===== config.mk =====
export PLATFORM = sky130hd
export DESIGN_NAME = dtc_top
export DESIGN_NICKNAME = d
export VERILOG_FILES = /design/src/hw/dtc_pkg.sv /design/src/hw/dtc_top.sv /design/src/hw/dtc_fifo.sv
export SDC_FILE = /design/constraint.sdc
export NUM_CORES = 2
export LEC_CHECK = 0
export ABC_AREA = 1
export BUFFER_PORTS_ARGS = -buffer_cell sky130_fd_sc_hd__buf_2
export CORE_MARGIN = 2
export CORE_UTILIZATION = 56
export CTS_CLUSTER_SIZE = 24
export DETAILED_ROUTE_END_ITERATION = 6
export GPL_ROUTABILITY_DRIVEN = 0
export GPL_TIMING_DRIVEN = 0
export PLACE_DENSITY_LB_ADDON = 0.05
export SETUP_SLACK_MARGIN = 0.5
export SKIP_LAST_GASP = 1
export SYNTH_ARGS = -nofsm -noshare
export SYNTH_HDL_FRONTEND = slang
export SYNTH_HIERARCHICAL = 1
export SYNTH_SLANG_ARGS = --single-unit

===== constraint.sdc =====
create_clock -name CLK -period 7.5 [get_ports CLK]
set_input_delay 0.75 -clock CLK [delete_from_list [all_inputs] [get_ports CLK]]
set_output_delay 0.75 -clock CLK [all_outputs]
set_load 0.01 [all_outputs]

===== src/hw/dtc_pkg.sv =====
// Purpose: Shared constants for the digital edge timer/counter
// Assumes: 20 MHz clock
// Notes:   Mode codes and selectors follow host command values
package dtc_pkg;
  localparam int unsigned CLK_HZ        = 20000000;
  localparam real         TICK_US       = 1.6;
  localparam int unsigned TICK_CYC      = int'(TICK_US * CLK_HZ / 1000000.0);
  localparam int          TICK_W        = 6;
  localparam logic [2:0]  MODE_IDLE     = 3'h0;
  localparam logic [2:0]  MODE_WIDTH    = 3'h3;
  localparam logic [2:0]  MODE_PERIOD   = 3'h4;
  localparam logic [2:0]  MODE_COUNT    = 3'h5;
  localparam logic [2:0]  MODE_ROTARY   = 3'h6;
  localparam logic [1:0]  SEL_NUM       = 2'h0;
  localparam logic [1:0]  SEL_VALUE     = 2'h1;
  localparam logic [1:0]  SEL_START     = 2'h2;
  localparam logic [15:0] COUNT_MAX     = 16'hFFFF;
  localparam logic [1:0]  LOW_RES_SHIFT = 2'h2;
  localparam int          SYNC_LEN      = 3;
  localparam int          FIFO_DEPTH    = 32;
  localparam int          DATA_W        = 64;
endpackage


===== src/hw/dtc_top.sv =====
// Purpose: Edge timer, period/width capture, transition and rotary counter
// Assumes: Host drives mode, params and a sample strobe per interval
// Notes:   Results stream through a buffer; host pops one per read pulse unless SELECT is SEL_NUM
// Overview of operation
// - Width mode timestamps start, end; reports difference
// - Edge timer ticks once every 1.6 us
// - Polarity 1 measures high, 0 low pulses
// - Period starts falling if select 1, rising 0
// - Period stored only after complete cycle
// - Selector -2 gives starts, -1 gives periods
// - Mode 5 counter, mode 6 rotary
// - Counter mode counts line zero transitions only
// - Transition count saturates at 65535
// - Counting cycle equals sample interval
// - Clockwise rising edge increments position
// - Counterclockwise rising edge decrements position
// - Position is signed 32-bit two's complement
// - Resolution 1 high, 0 quarter steps
// - Rotary stores one position per sample
module dtc_top
  import dtc_pkg::*;
(
  input  wire logic        CLK,
  input  wire logic        RESET_N,
  input  wire logic [2:0]  MODE,
  input  wire logic        EDGE_SELECT_PARAM,
  input  wire logic        START,
  input  wire logic        SAMPLE,
  input  wire logic        DIGITAL_LINE_ZERO,
  input  wire logic        DIGITAL_LINE_ONE,
  input  wire logic [1:0]  SELECT,
  input  wire logic        READ,
  output      logic        RESULT_VALID,
  output      logic [31:0] RESULT,
  output      logic [31:0] POSITION,
  output      logic        OVERFLOW
);
  //////////////////////////////////////////////////////////////////////////
  typedef struct packed {
    logic [SYNC_LEN-1:0] s0;
    logic [SYNC_LEN-1:0] s1;
    logic [TICK_W-1:0]   div;
    logic [31:0]         timer;
    logic                armed;
    logic [31:0]         t_start;
    logic [31:0]         last_start;
    logic                have_start;
    logic [15:0]         tcount;
    logic [33:0]         pos;
    logic [2:0]          mode_q;
    logic                ovf;
    logic [31:0]         rsp;
    logic                rsp_v;
    logic                keep_start;
  } dtc_state_t;

  dtc_state_t            st_reg, st_next;
  logic                  rise0, fall0, rise1;
  logic [7:0]            gap_reg;
  logic                  gap_seen_reg;
  logic                  tick;
  logic                  push;
  logic [DATA_W-1:0]     push_data;
  logic                  in_ready;
  logic                  out_valid;
  logic                  pop;
  logic [DATA_W-1:0]     out_data;
  logic [$clog2(FIFO_DEPTH):0] level;
  logic                  flush;
  logic                  start_edge, end_edge;

  //////////////////////////////////////////////////////////////////////////
  // Edges: second and third flip-flops compared
  assign rise0   = (st_reg.s0[1] && st_reg.s0[2] == 1'b0) ? 1'b1 : 1'b0;
  assign fall0   = (!st_reg.s0[1] && st_reg.s0[2]);
  assign rise1   = (st_reg.s1[1] && !st_reg.s1[2]);
  assign tick    = (st_reg.div == TICK_W'(TICK_CYC - 1));
  assign flush   = (MODE != st_reg.mode_q);
  assign pop     = READ && out_valid && (SELECT != SEL_NUM);

  // Width: start edge by polarity, end edge opposite
  assign start_edge = EDGE_SELECT_PARAM ? rise0 : fall0;
  assign end_edge   = EDGE_SELECT_PARAM ? fall0 : rise0;

  //////////////////////////////////////////////////////////////////////////
  always_comb begin
    st_next        = st_reg;
    push           = 1'b0;
    push_data      = '0;
    st_next.s0     = {st_reg.s0[SYNC_LEN-2:0], DIGITAL_LINE_ZERO};
    st_next.s1     = {st_reg.s1[SYNC_LEN-2:0], DIGITAL_LINE_ONE};
    st_next.mode_q = MODE;
    st_next.rsp_v  = 1'b0;
    st_next.div    = tick ? '0 : st_reg.div + TICK_W'(1);
    if (tick) st_next.timer = st_reg.timer + 32'h1;
    if (flush) begin
      st_next.armed      = 1'b0;
      st_next.have_start = 1'b0;
      st_next.tcount     = '0;
      st_next.pos        = '0;
      st_next.ovf        = 1'b0;
    end else if (START) begin
      unique case (MODE)
        MODE_WIDTH: begin
          if (start_edge) begin
            st_next.t_start = st_reg.timer;
            st_next.armed   = 1'b1;
          end else if (end_edge && st_reg.armed) begin
            push          = 1'b1;
            push_data     = {st_reg.t_start,
                             st_reg.timer - st_reg.t_start};
            st_next.armed = 1'b0;
          end
        end
        MODE_PERIOD: begin
          if (EDGE_SELECT_PARAM ? fall0 : rise0) begin
            st_next.t_start    = st_reg.timer;
            st_next.have_start = 1'b1;
            if (st_reg.have_start) begin
              push      = 1'b1;
              push_data = {st_reg.t_start,
                           st_reg.timer - st_reg.t_start};
            end
          end
        end
        MODE_COUNT: begin
          if ((rise0 || fall0) && st_reg.tcount != COUNT_MAX) begin
            st_next.tcount = st_reg.tcount + 16'h1;
          end
          if ((rise0 || fall0) && st_reg.tcount == COUNT_MAX) begin
            st_next.ovf = 1'b1;
          end
          if (SAMPLE) begin
            push           = 1'b1;
            push_data      = {32'h0, 16'h0, st_reg.tcount};
            st_next.tcount = (rise0 || fall0) ? 16'h1 : 16'h0;
          end
        end
        MODE_ROTARY: begin
          if (rise1 && !rise0) st_next.pos = st_reg.pos + 34'h1;
          if (rise0 && !rise1) st_next.pos = st_reg.pos - 34'h1;
          if (SAMPLE) begin
            push      = 1'b1;
            push_data = {32'h0, POSITION};
          end
        end
        default: ;
      endcase
    end
    if (READ) begin
      st_next.rsp_v = 1'b1;
      if (SELECT == SEL_NUM)
        st_next.rsp = 32'(level);
      else if (out_valid)
        st_next.rsp = (SELECT == SEL_START) ? out_data[63:32]
                                            : out_data[31:0];
      else
        st_next.rsp = '0;
    end
  end

  always_ff @(posedge CLK or negedge RESET_N) begin
    if (!RESET_N) st_reg <= '0;
    else st_reg <= st_next;
  end

  //////////////////////////////////////////////////////////////////////////
  // Position: high resolution raw, low resolution quarter
  assign POSITION = EDGE_SELECT_PARAM ? st_reg.pos[31:0]
                  : st_reg.pos[31+LOW_RES_SHIFT:LOW_RES_SHIFT];
  assign RESULT       = st_reg.rsp;
  assign RESULT_VALID = st_reg.rsp_v;
  assign OVERFLOW     = st_reg.ovf;

  dtc_fifo #(
    .WIDTH (DATA_W),
    .DEPTH (FIFO_DEPTH)
  ) u_fifo (
    .CLK       (CLK),
    .RESET_N   (RESET_N),
    .FLUSH     (flush),
    .IN_VALID  (push),
    .IN_READY  (in_ready),
    .IN_DATA   (push_data),
    .OUT_VALID (out_valid),
    .OUT_READY (pop),
    .OUT_DATA  (out_data),
    .LEVEL     (level)
  );

  //////////////////////////////////////////////////////////////////////////
  // Cycles since the last tick, for the spacing check
  always_ff @(posedge CLK or negedge RESET_N) begin
    if (!RESET_N) begin
      gap_reg      <= 8'h0;
      gap_seen_reg <= 1'b0;
    end else if (tick) begin
      gap_reg      <= 8'h0;
      gap_seen_reg <= 1'b1;
    end else begin
      gap_reg      <= gap_reg + 8'h1;
    end
  end

  chk_tick_period: assert property (@(posedge CLK) disable iff (!RESET_N)
    tick && gap_seen_reg |-> gap_reg == 8'(TICK_CYC - 1)
  ) else $error("tick spacing wrong");
  chk_count_sat: assert property (@(posedge CLK) disable iff (!RESET_N)
    st_reg.tcount == COUNT_MAX && !SAMPLE && !flush |=> st_reg.tcount == COUNT_MAX
  ) else $error("count wrapped");
  chk_cw_inc: assert property (@(posedge CLK) disable iff (!RESET_N)
    START && MODE == MODE_ROTARY && !flush && rise1 && !rise0
    |=> st_reg.pos == $past(st_reg.pos) + 34'h1
  ) else $error("cw did not increment");
  chk_ccw_dec: assert property (@(posedge CLK) disable iff (!RESET_N)
    START && MODE == MODE_ROTARY && !flush && rise0 && !rise1
    |=> st_reg.pos == $past(st_reg.pos) - 34'h1
  ) else $error("ccw did not decrement");
  chk_period_full: assert property (@(posedge CLK) disable iff (!RESET_N)
    push && MODE == MODE_PERIOD |-> st_reg.have_start
  ) else $error("period without full cycle");
  chk_count_push: assert property (@(posedge CLK) disable iff (!RESET_N)
    push && MODE == MODE_COUNT |-> SAMPLE
  ) else $error("count stored off sample");
  chk_count_line: assert property (@(posedge CLK) disable iff (!RESET_N)
    START && MODE == MODE_COUNT && !flush && !SAMPLE && !rise0 && !fall0
    |=> st_reg.tcount == $past(st_reg.tcount)
  ) else $error("counted without line zero edge");
  chk_sel_num: assert property (@(posedge CLK) disable iff (!RESET_N)
    READ && SELECT == SEL_NUM |=> RESULT_VALID && RESULT == 32'($past(level))
  ) else $error("stored count mismatch");
  chk_width_end: assert property (@(posedge CLK) disable iff (!RESET_N)
    push && MODE == MODE_WIDTH |-> push_data[31:0] == st_reg.timer - st_reg.t_start
  ) else $error("width not difference");
  cov_width: cover property (@(posedge CLK) push && MODE == MODE_WIDTH);
  cov_period: cover property (@(posedge CLK) push && MODE == MODE_PERIOD);
  cov_rotary: cover property (@(posedge CLK) push && MODE == MODE_ROTARY);
  cov_sat: cover property (@(posedge CLK) st_reg.ovf);
endmodule


===== src/hw/dtc_fifo.sv =====
// Purpose: Result buffer with valid/ready on both sides
// Assumes: Single clock
// Notes:   Storage is flip-flops indexed by pointers
module dtc_fifo
  import dtc_pkg::*;
#(
  parameter int WIDTH = DATA_W,
  parameter int DEPTH = FIFO_DEPTH
) (
  input  wire logic             CLK,
  input  wire logic             RESET_N,
  input  wire logic             FLUSH,
  input  wire logic             IN_VALID,
  output      logic             IN_READY,
  input  wire logic [WIDTH-1:0] IN_DATA,
  output      logic             OUT_VALID,
  input  wire logic             OUT_READY,
  output      logic [WIDTH-1:0] OUT_DATA,
  output      logic [$clog2(DEPTH):0] LEVEL
);
  localparam int AW = $clog2(DEPTH);
  typedef struct packed {
    logic [AW-1:0] wr;
    logic [AW-1:0] rd;
    logic [AW:0]   cnt;
  } dtc_fifo_state_t;
  dtc_fifo_state_t           st_reg, st_next;
  logic [WIDTH-1:0]          mem_reg [DEPTH];
  logic                      push, pop;

  assign IN_READY  = (st_reg.cnt != AW'(0) + (AW+1)'(DEPTH));
  assign OUT_VALID = (st_reg.cnt != '0);
  assign OUT_DATA  = mem_reg[st_reg.rd];
  assign LEVEL     = st_reg.cnt;
  assign push      = IN_VALID && IN_READY;
  assign pop       = OUT_VALID && OUT_READY;

  always_comb begin
    st_next = st_reg;
    if (FLUSH) begin
      st_next = '0;
    end else begin
      if (push) st_next.wr = st_reg.wr + AW'(1);
      if (pop)  st_next.rd = st_reg.rd + AW'(1);
      st_next.cnt = st_reg.cnt + (AW+1)'(push) - (AW+1)'(pop);
    end
  end

  always_ff @(posedge CLK or negedge RESET_N) begin
    if (!RESET_N) st_reg <= '0;
    else st_reg <= st_next;
  end

  always_ff @(posedge CLK) begin
    if (push && !FLUSH) mem_reg[st_reg.wr] <= IN_DATA;
  end

  chk_fifo_bound: assert property (@(posedge CLK) disable iff (!RESET_N)
    st_reg.cnt <= (AW+1)'(DEPTH)) else $error("fifo level over depth");
endmodule


Word-level counts from Yosys, hierarchy flattened --
Memories as Yosys holds them, arrays and structs flattened. Cells that the tools add are included.
Word-level totals: register bits after elaboration 181, bits in writable memories 2048, bits of input ports 13, output and inout bits 66, logic and storage cells 137, memories kept 1
Cells by class: add/sub/neg operators 10, equality and inequality tests 12, multiplexer cells 54, bitwise operators 2, reductions and logical operators 42
Memories:
- u_fifo.mem_reg | depth 32, width 64, read ports 1, clocked after Yosys merged registers in 0, write ports 1, line dtc_fifo.sv:28 | logic [WIDTH-1:0] mem_reg [DEPTH];
Operators by type and width (number):
- 64-bit two-way mux | 6
- 64-bit case mux with 4 select lines | 1
- 32-bit two-way mux | 7
- 34-bit two-way mux | 3
- 51-bit two-way mux | 2
- 16-bit two-way mux | 5
- 32-bit case mux with 2 select lines | 1
- 34-bit by 1-bit adder with 34-bit output (second input constant) | 1
- 34-bit by 1-bit subtractor with 34-bit output (second input constant) | 1
- 33-bit two-way mux | 1
- 32-bit by 1-bit adder with 32-bit output (second input constant) | 1
- 32-bit subtractor | 1
- 1-bit two-way mux | 24
- 2-bit nonzero test | 11
- 16-bit by 1-bit adder with 16-bit output (second input constant) | 1
- 16-bit equality test (second input constant) | 1
- 16-bit inequality test (second input constant) | 1
- 3-bit AND reduction | 5
- 1-bit logical AND | 13
- 5-bit by 1-bit adder with 5-bit output (second input constant) | 2
- 5-bit two-way mux | 2
- 3-bit equality test (second input constant) | 3
- 3-bit nonzero test | 3
- 6-bit by 1-bit adder with 6-bit output | 1
- 17 further kinds | 23

Longest topological paths before layout --
depth after elaboration 14, mapped depth 22, gate-level depth less buffers 20

Cells and area by module --
The synthesis kept the hierarchy.
Modules (own cells, without submodules):
- dtc_fifo | instances 1, cells each 8797, area each 89429.5 sq um, sequential area each 61899.4 sq um
- dtc_top | instances 1, cells each 2072, area each 13516.7 sq um, sequential area each 4129.0 sq um

Worst setup path after synthesis --
OpenSTA, ideal clock, no wires.
kind input-to-reg, start point input MODE[2], end point memory u_fifo/mem_reg[31][0] (netlist name) (enable), setup time 0.565 ns, data arrival time 6.298 ns, path slack 0.637 ns, cell stages on the path 11, buffers on the path 2, cell sequence inv_1 > nand3_2 > nor2_2 > nand3_1 > nand2_2 > inv_2 > buf_4 > buf_6 > a31oi_1 > nand2_1 > nor3_1
Between the ends: cells in the longest elaborated chain, start to end 9
RTL lines:
- start, declared | line dtc_top.sv:25 | input wire logic [2:0] MODE,
- 3-bit equality test | line dtc_top.sv:103 | unique case (MODE)
- 2-bit OR reduction (no source line)
- 1-bit case mux with 3 select lines | line dtc_top.sv:103
- 1-bit two-way mux | line dtc_top.sv:102 | end else if (START) begin
- 1-bit two-way mux * | line dtc_top.sv:96 | if (flush) begin
- via push | line dtc_top.sv:62 | logic push;
- 1-bit logical AND * | line dtc_fifo.sv:35 | assign push = IN_VALID && IN_READY;
- 1-bit logical AND * | line dtc_fifo.sv:55 | if (push && !FLUSH) mem_reg[st_reg.wr] <= IN_DATA;
- 1-bit two-way mux * | line dtc_fifo.sv:55
- 1-bit two-way mux (not written as such) * | line dtc_fifo.sv:55
- end, declared | line dtc_fifo.sv:28
The timed path passes the listed nets; every way through them passes the cells marked *.

Worst setup path after layout --
start point register st_reg[197] (netlist name), end point memory u_fifo/mem_reg[14][17] (netlist name) (enable)
Between the ends: cells in the longest elaborated chain, start to end 14
RTL lines:
- start, declared | line dtc_top.sv:57 | dtc_state_t st_reg, st_next;
- start signal, assigned | line dtc_top.sv:164 | else st_reg <= st_next;
- 1-bit inverter | line dtc_top.sv:74 | assign rise0 = (st_reg.s0[1] && st_reg.s0[2] == 1'b0) ? 1'b1 : 1'b0;
- 1-bit logical AND | line dtc_top.sv:74
- 1-bit two-way mux | line dtc_top.sv:74
- 1-bit two-way mux | line dtc_top.sv:83, dtc_top.sv:116
- 1-bit logical AND | line dtc_top.sv:108 | end else if (end_edge && st_reg.armed) begin
- 1-bit two-way mux | line dtc_top.sv:108
- 1-bit two-way mux | line dtc_top.sv:105 | if (start_edge) begin
- 1-bit case mux with 3 select lines * | line dtc_top.sv:103
- 1-bit two-way mux * | line dtc_top.sv:102
- 1-bit two-way mux * | line dtc_top.sv:96
- via push | line dtc_top.sv:62
- 1-bit logical AND * | line dtc_fifo.sv:35
- 1-bit logical AND * | line dtc_fifo.sv:55
- 1-bit two-way mux * | line dtc_fifo.sv:55
- 1-bit two-way mux (not written as such) * | line dtc_fifo.sv:55
Marked as above.

==> flow_summary.html <==
<table>
<tr><th>Metric</th><th>Value</th></tr>
<tr><th colspan="2">Hold path</th></tr>
<tr><td>Worst min path class</td><td>in -&gt; reg</td></tr>
<tr><td>Worst Hold Depth</td><td>1</td></tr>
<tr><th colspan="2">Synth</th></tr>
<tr><td>Synth top cells by count</td><td>3772 x sky130_fd_sc_hd__nand2_1, 2048 x sky130_fd_sc_hd__edfxtp_1, 1869 x sky130_fd_sc_hd__inv_1</td></tr>
<tr><td>Cells taking the most area after synthesis</td><td>sky130_fd_sc_hd__edfxtp_1 60%, sky130_fd_sc_hd__nand2_1 14%, sky130_fd_sc_hd__inv_1 6.8%, sky130_fd_sc_hd__nand3_1 6.1%, sky130_fd_sc_hd__dfrtp_1 4.4%</td></tr>
<tr><td>Count of mapped cells out of synthesis</td><td>roughly 11000</td></tr>
<tr><td>Synthesized area</td><td>0.1029 sq mm</td></tr>
<tr><td>Share of synthesized registers carrying an async set or reset</td><td>0.08120</td></tr>
<tr><td>Number of enable-type register cells in the synthesized netlist</td><td>2048</td></tr>
<tr><td>Library cells used by synthesis</td><td>48</td></tr>
<tr><td>Cell with the most instances after synthesis</td><td>sky130_fd_sc_hd__nand2_1</td></tr>
<tr><td>Synthesis Warnings</td><td>6</td></tr>
<tr><td>Average instance area after synthesis</td><td>9.472 sq um</td></tr>
<tr><td>Share of the synthesized area in the top cell type</td><td>0.5974</td></tr>
<tr><td>Net count of the mapped netlist</td><td>around 11000</td></tr>
<tr><td>Synth area leader</td><td>sky130_fd_sc_hd__edfxtp_1</td></tr>
<tr><td>Flops &amp; latches, synth</td><td>2229</td></tr>
<tr><td>Top FF cell, synth</td><td>sky130_fd_sc_hd__edfxtp_1</td></tr>
<tr><td>Share of the yosys chip area belonging to registers</td><td>0.6414</td></tr>
<tr><th colspan="2">Detailed routing</th></tr>
<tr><td>Routed len/inst</td><td>~23 um</td></tr>
<tr><td>Total via count in the routed design</td><td>about 77000</td></tr>
<tr><td>Avg Vias per Cell</td><td>5.513</td></tr>
<tr><td>Final Routed Wirelength</td><td>327800 um</td></tr>
<tr><td>Count of nets left with antenna violations after detail routing</td><td>0</td></tr>
<tr><td>Initial detailed-routing violation count</td><td>just under 10000</td></tr>
<tr><td>DRC violations left</td><td>0</td></tr>
<tr><td>Drt pass-1 iters</td><td>7</td></tr>
<tr><th colspan="2">CTS</th></tr>
<tr><td>Clock transition at the register clock pins on the worst setup and hold paths after CTS</td><td>roughly 60 ps</td></tr>
<tr><td>CTS Buf Count</td><td>225</td></tr>
<tr><td>Level count of the clock H-tree</td><td>4</td></tr>
<tr><td>Clock tree from TritonCTS</td><td>done</td></tr>
<tr><td># clock sinks</td><td>around 2200</td></tr>
<tr><td>Count of instances resized after the clock tree is built</td><td>0</td></tr>
<tr><td>Bufs on Longest Clock Path</td><td>3</td></tr>
<tr><td>Root buffer selected by CTS</td><td>sky130_fd_sc_hd__clkbuf_16</td></tr>
<tr><td>Worst-skew pair later-pin latency</td><td>890 ps</td></tr>
<tr><td>Number of setup buffers added after CTS</td><td>0</td></tr>
<tr><th colspan="2">Finish</th></tr>
<tr><td>Layout area overhead</td><td>14.07%</td></tr>
<tr><td>Flip-flop count of the largest register, all copies and words added</td><td>slightly above 2000</td></tr>
<tr><td>Count of nets after finishing</td><td>11450</td></tr>
<tr><td>Number of standard cells in the final layout excluding fillers</td><td>14010</td></tr>
<tr><td>Filler cell count</td><td>14540</td></tr>
<tr><td>Share of post-route cells with drive strength above 1</td><td>0.09298</td></tr>
<tr><th colspan="2">Run</th></tr>
<tr><td>MaxCap Viol Count</td><td>0</td></tr>
<tr><th colspan="2">Place</th></tr>
<tr><td>Worst setup slack after placement</td><td>1542 ps</td></tr>
<tr><td>Number of buffer cells added on primary ports</td><td>just under 80</td></tr>
<tr><td>Placed wire-length estimate</td><td>239500 um</td></tr>
<tr><td>DP Cell Count</td><td>13580</td></tr>
<tr><th colspan="2">STA</th></tr>
<tr><td>Worst slew pin tran</td><td>1377 ps</td></tr>
<tr><td>Final worst-path cycle share</td><td>0.7662</td></tr>
<tr><td>Setup violators final</td><td>0</td></tr>
<tr><td>RSZ-0062 raised after global routing</td><td>false</td></tr>
<tr><td>Minimum period implied by the final worst setup slack</td><td>5746 ps</td></tr>
<tr><td>Maximum clock frequency</td><td>0.1740 GHz</td></tr>
<tr><td>Number of failing hold endpoints at the final stage</td><td>0</td></tr>
<tr><td>Worst-case clock skew</td><td>33.95 ps</td></tr>
<tr><td>Final worst slack</td><td>1754 ps</td></tr>
<tr><td>Count of pins over their slew limit</td><td>0</td></tr>
<tr><td>Slew margin rel.</td><td>0.08182</td></tr>
<tr><th colspan="2">Floorplanning</th></tr>
<tr><td>Standard-cell rows</td><td>~160</td></tr>
<tr><td>Chip Height</td><td>432.8 um</td></tr>
<tr><td>Ports</td><td>79</td></tr>
<tr><td>Floorplan core area</td><td>0.1829 sq mm</td></tr>
<tr><td>Die Area</td><td>around 0.19 sq mm</td></tr>
<tr><td>Horiz. Die Dim</td><td>around 430 um</td></tr>
<tr><td>Initial Util</td><td>0.5629</td></tr>
<tr><th colspan="2">Worst setup path</th></tr>
<tr><td>Cells on worst reg2reg path</td><td>16</td></tr>
<tr><td>CP endpoint kind</td><td>register</td></tr>
<tr><td>Kind of start point of the critical path</td><td>register</td></tr>
<tr><td>Critical Setup Path Class</td><td>reg -&gt; reg</td></tr>
<tr><td>Crit path max fanout</td><td>26</td></tr>
<tr><td>Worst Path Required</td><td>8060 ps</td></tr>
<tr><td>Data arrival at the endpoint of the critical path</td><td>~6300 ps</td></tr>
<tr><th colspan="2">Global routing</th></tr>
<tr><td>Global route total overflow</td><td>0</td></tr>
<tr><td>Global-route wire length before repair</td><td>between 400000 and 500000 um</td></tr>
<tr><td>Maximum number of pins on one net before global-route repair</td><td>between 90 and 100</td></tr>
<tr><td>Global Route Usage Sum</td><td>0.3481</td></tr>
<tr><td>Via count of the first global-routing pass</td><td>71540</td></tr>
<tr><td>Antenna violations before repair</td><td>18</td></tr>
<tr><th colspan="2">Run status</th></tr>
<tr><td>Result of the run</td><td>finished, final reports clean</td></tr>
<tr><th colspan="2">Pwr</th></tr>
<tr><td>Largest voltage drop on the vdd net</td><td>0.2117 mV</td></tr>
<tr><td>Pwr per Cell Area</td><td>211.4 mW/mm^2</td></tr>
<tr><td>Leakage component of the power</td><td>slightly above 50 nW</td></tr>
</table>
## where the power goes
group / leakage [nW] / internal (mW) / switching, mW
Clock: 3.52 / 6.23 / 4.81
Sequential: 22.3 / 13.4 / 0.00897
Combinational: 26.2 / 0.105 / 0.278
Total: 52.0 / 19.7 / 5.09
## cell families after synthesis
family | Yosys count | share of synthesized area
compound gates | 396 | 0.02187
xor+xnor | 52 | 0.004424
fa+ha+maj | 86 | 0.01067
buf+inv | 2395 | 0.09478
flops | 2229 | 0.6414
simple gates | 5711 | 0.2269
## cells in the final DEF (no fill, tap or decap), drive strengths merged, types with 4 or more instances in the layout
| cell type | instances |
|---|---|
| nand2 | 3777 |
| edfxtp | 2048 |
| inv | 1880 |
| nand3 | 1251 |
| buf | 660 |
| nor2 | 560 |
| clkbuf | 391 |
| dfrtp | 181 |
| a21oi | 180 |
| o21ai | 128 |
| clkinv | 113 |
| ha | 83 |
| nor3 | 68 |
| xor2 | 45 |
| o32ai | 26 |
| nand4 | 24 |
| o22ai | 18 |
| bufinv | 16 |
| a22oi | 12 |
| a31oi | 11 |
| nand3b | 10 |
| o21bai | 8 |
| xnor2 | 7 |
| nor4 | 7 |
| and2 | 6 |
| a21o | 6 |
| diode | 5 |
| and3 | 4 |
| clkinvlp | 4 |
## final cells by class
type | instances | area [sq um] | share of cell area
inverter | 1877 | 7048 | 0.06002
clock buffer | 283 | 6056 | 0.05157
tap | 2464 | 3083 | 0.02625
timing repair buffer | 252 | 3496 | 0.02977
clock inverter | 136 | 1121 | 0.009547
multi-input combinational | 6245 | 27880 | 0.2374
sequential | 2229 | 66030 | 0.5623
antenna | 5 | 12.51 | 0.0001065
buffer | 518 | 2709 | 0.02307
## worst max-delay path: stages, from the launching register on
cell                      delay, ps
sky130_fd_sc_hd__dfrtp_1        390
sky130_fd_sc_hd__inv_1           60
sky130_fd_sc_hd__ha_1           170
sky130_fd_sc_hd__inv_1          100
sky130_fd_sc_hd__o21ai_2        280
sky130_fd_sc_hd__nand3_1        130
sky130_fd_sc_hd__nand2_2        240
sky130_fd_sc_hd__inv_2           80
sky130_fd_sc_hd__buf_4          190
sky130_fd_sc_hd__buf_6          190
sky130_fd_sc_hd__a31oi_1        720
sky130_fd_sc_hd__nand2_1        390
sky130_fd_sc_hd__nor2_1         410
sky130_fd_sc_hd__nand2_1        600
sky130_fd_sc_hd__nor2_4         950
sky130_fd_sc_hd__buf_12         290
sky130_fd_sc_hd__buf_16         200
## layer usage
layer / routed length (um) / track usage
met1: 124400 / 0.4555
met2: 149400 / 0.5463
met3: 33000 / 0.06727
met4: 20840 / 0.1980
met5: 88 / 0
## worst paths after layout
kind                              start                      to  slack, ps
setup reg to reg            st_reg[197]  u_fifo/mem_reg[14][17]       1750
hold reg to reg            st_next[196]            st_next[197]        350
hold / removal                     READ            RESULT_VALID         40
min in group asynchronous       RESET_N              st_reg[60]        480
max in group asynchronous       RESET_N            RESULT_VALID       5870
setup / recovery            st_reg[197]  u_fifo/mem_reg[14][17]       1750
## per-stage QoR
step	total power [mW]	hold WS [ps]	TNS (ps)	instance area (sq um)	util
final	24.82	37.46	0	117400	0.6421
after global routing	25.42	34.87	0	117400	0.6420
after CTS	24.90	6.077	0	117400	0.6420
after detailed placement	14.03	337.9	0	110200	0.6027
after global placement	14.02	333.5	-4298510	106400	0.5819
after floorplan	13.90	331.2	0	102900	-
## what timing repair did
action / 4_1_cts / 5_1_grt
hold endpoints to repair: 88 / 0
hold buffers: 2 / 0
endpoints found under the setup margin: 0 / 0
(Power assumes the default switching activity.)
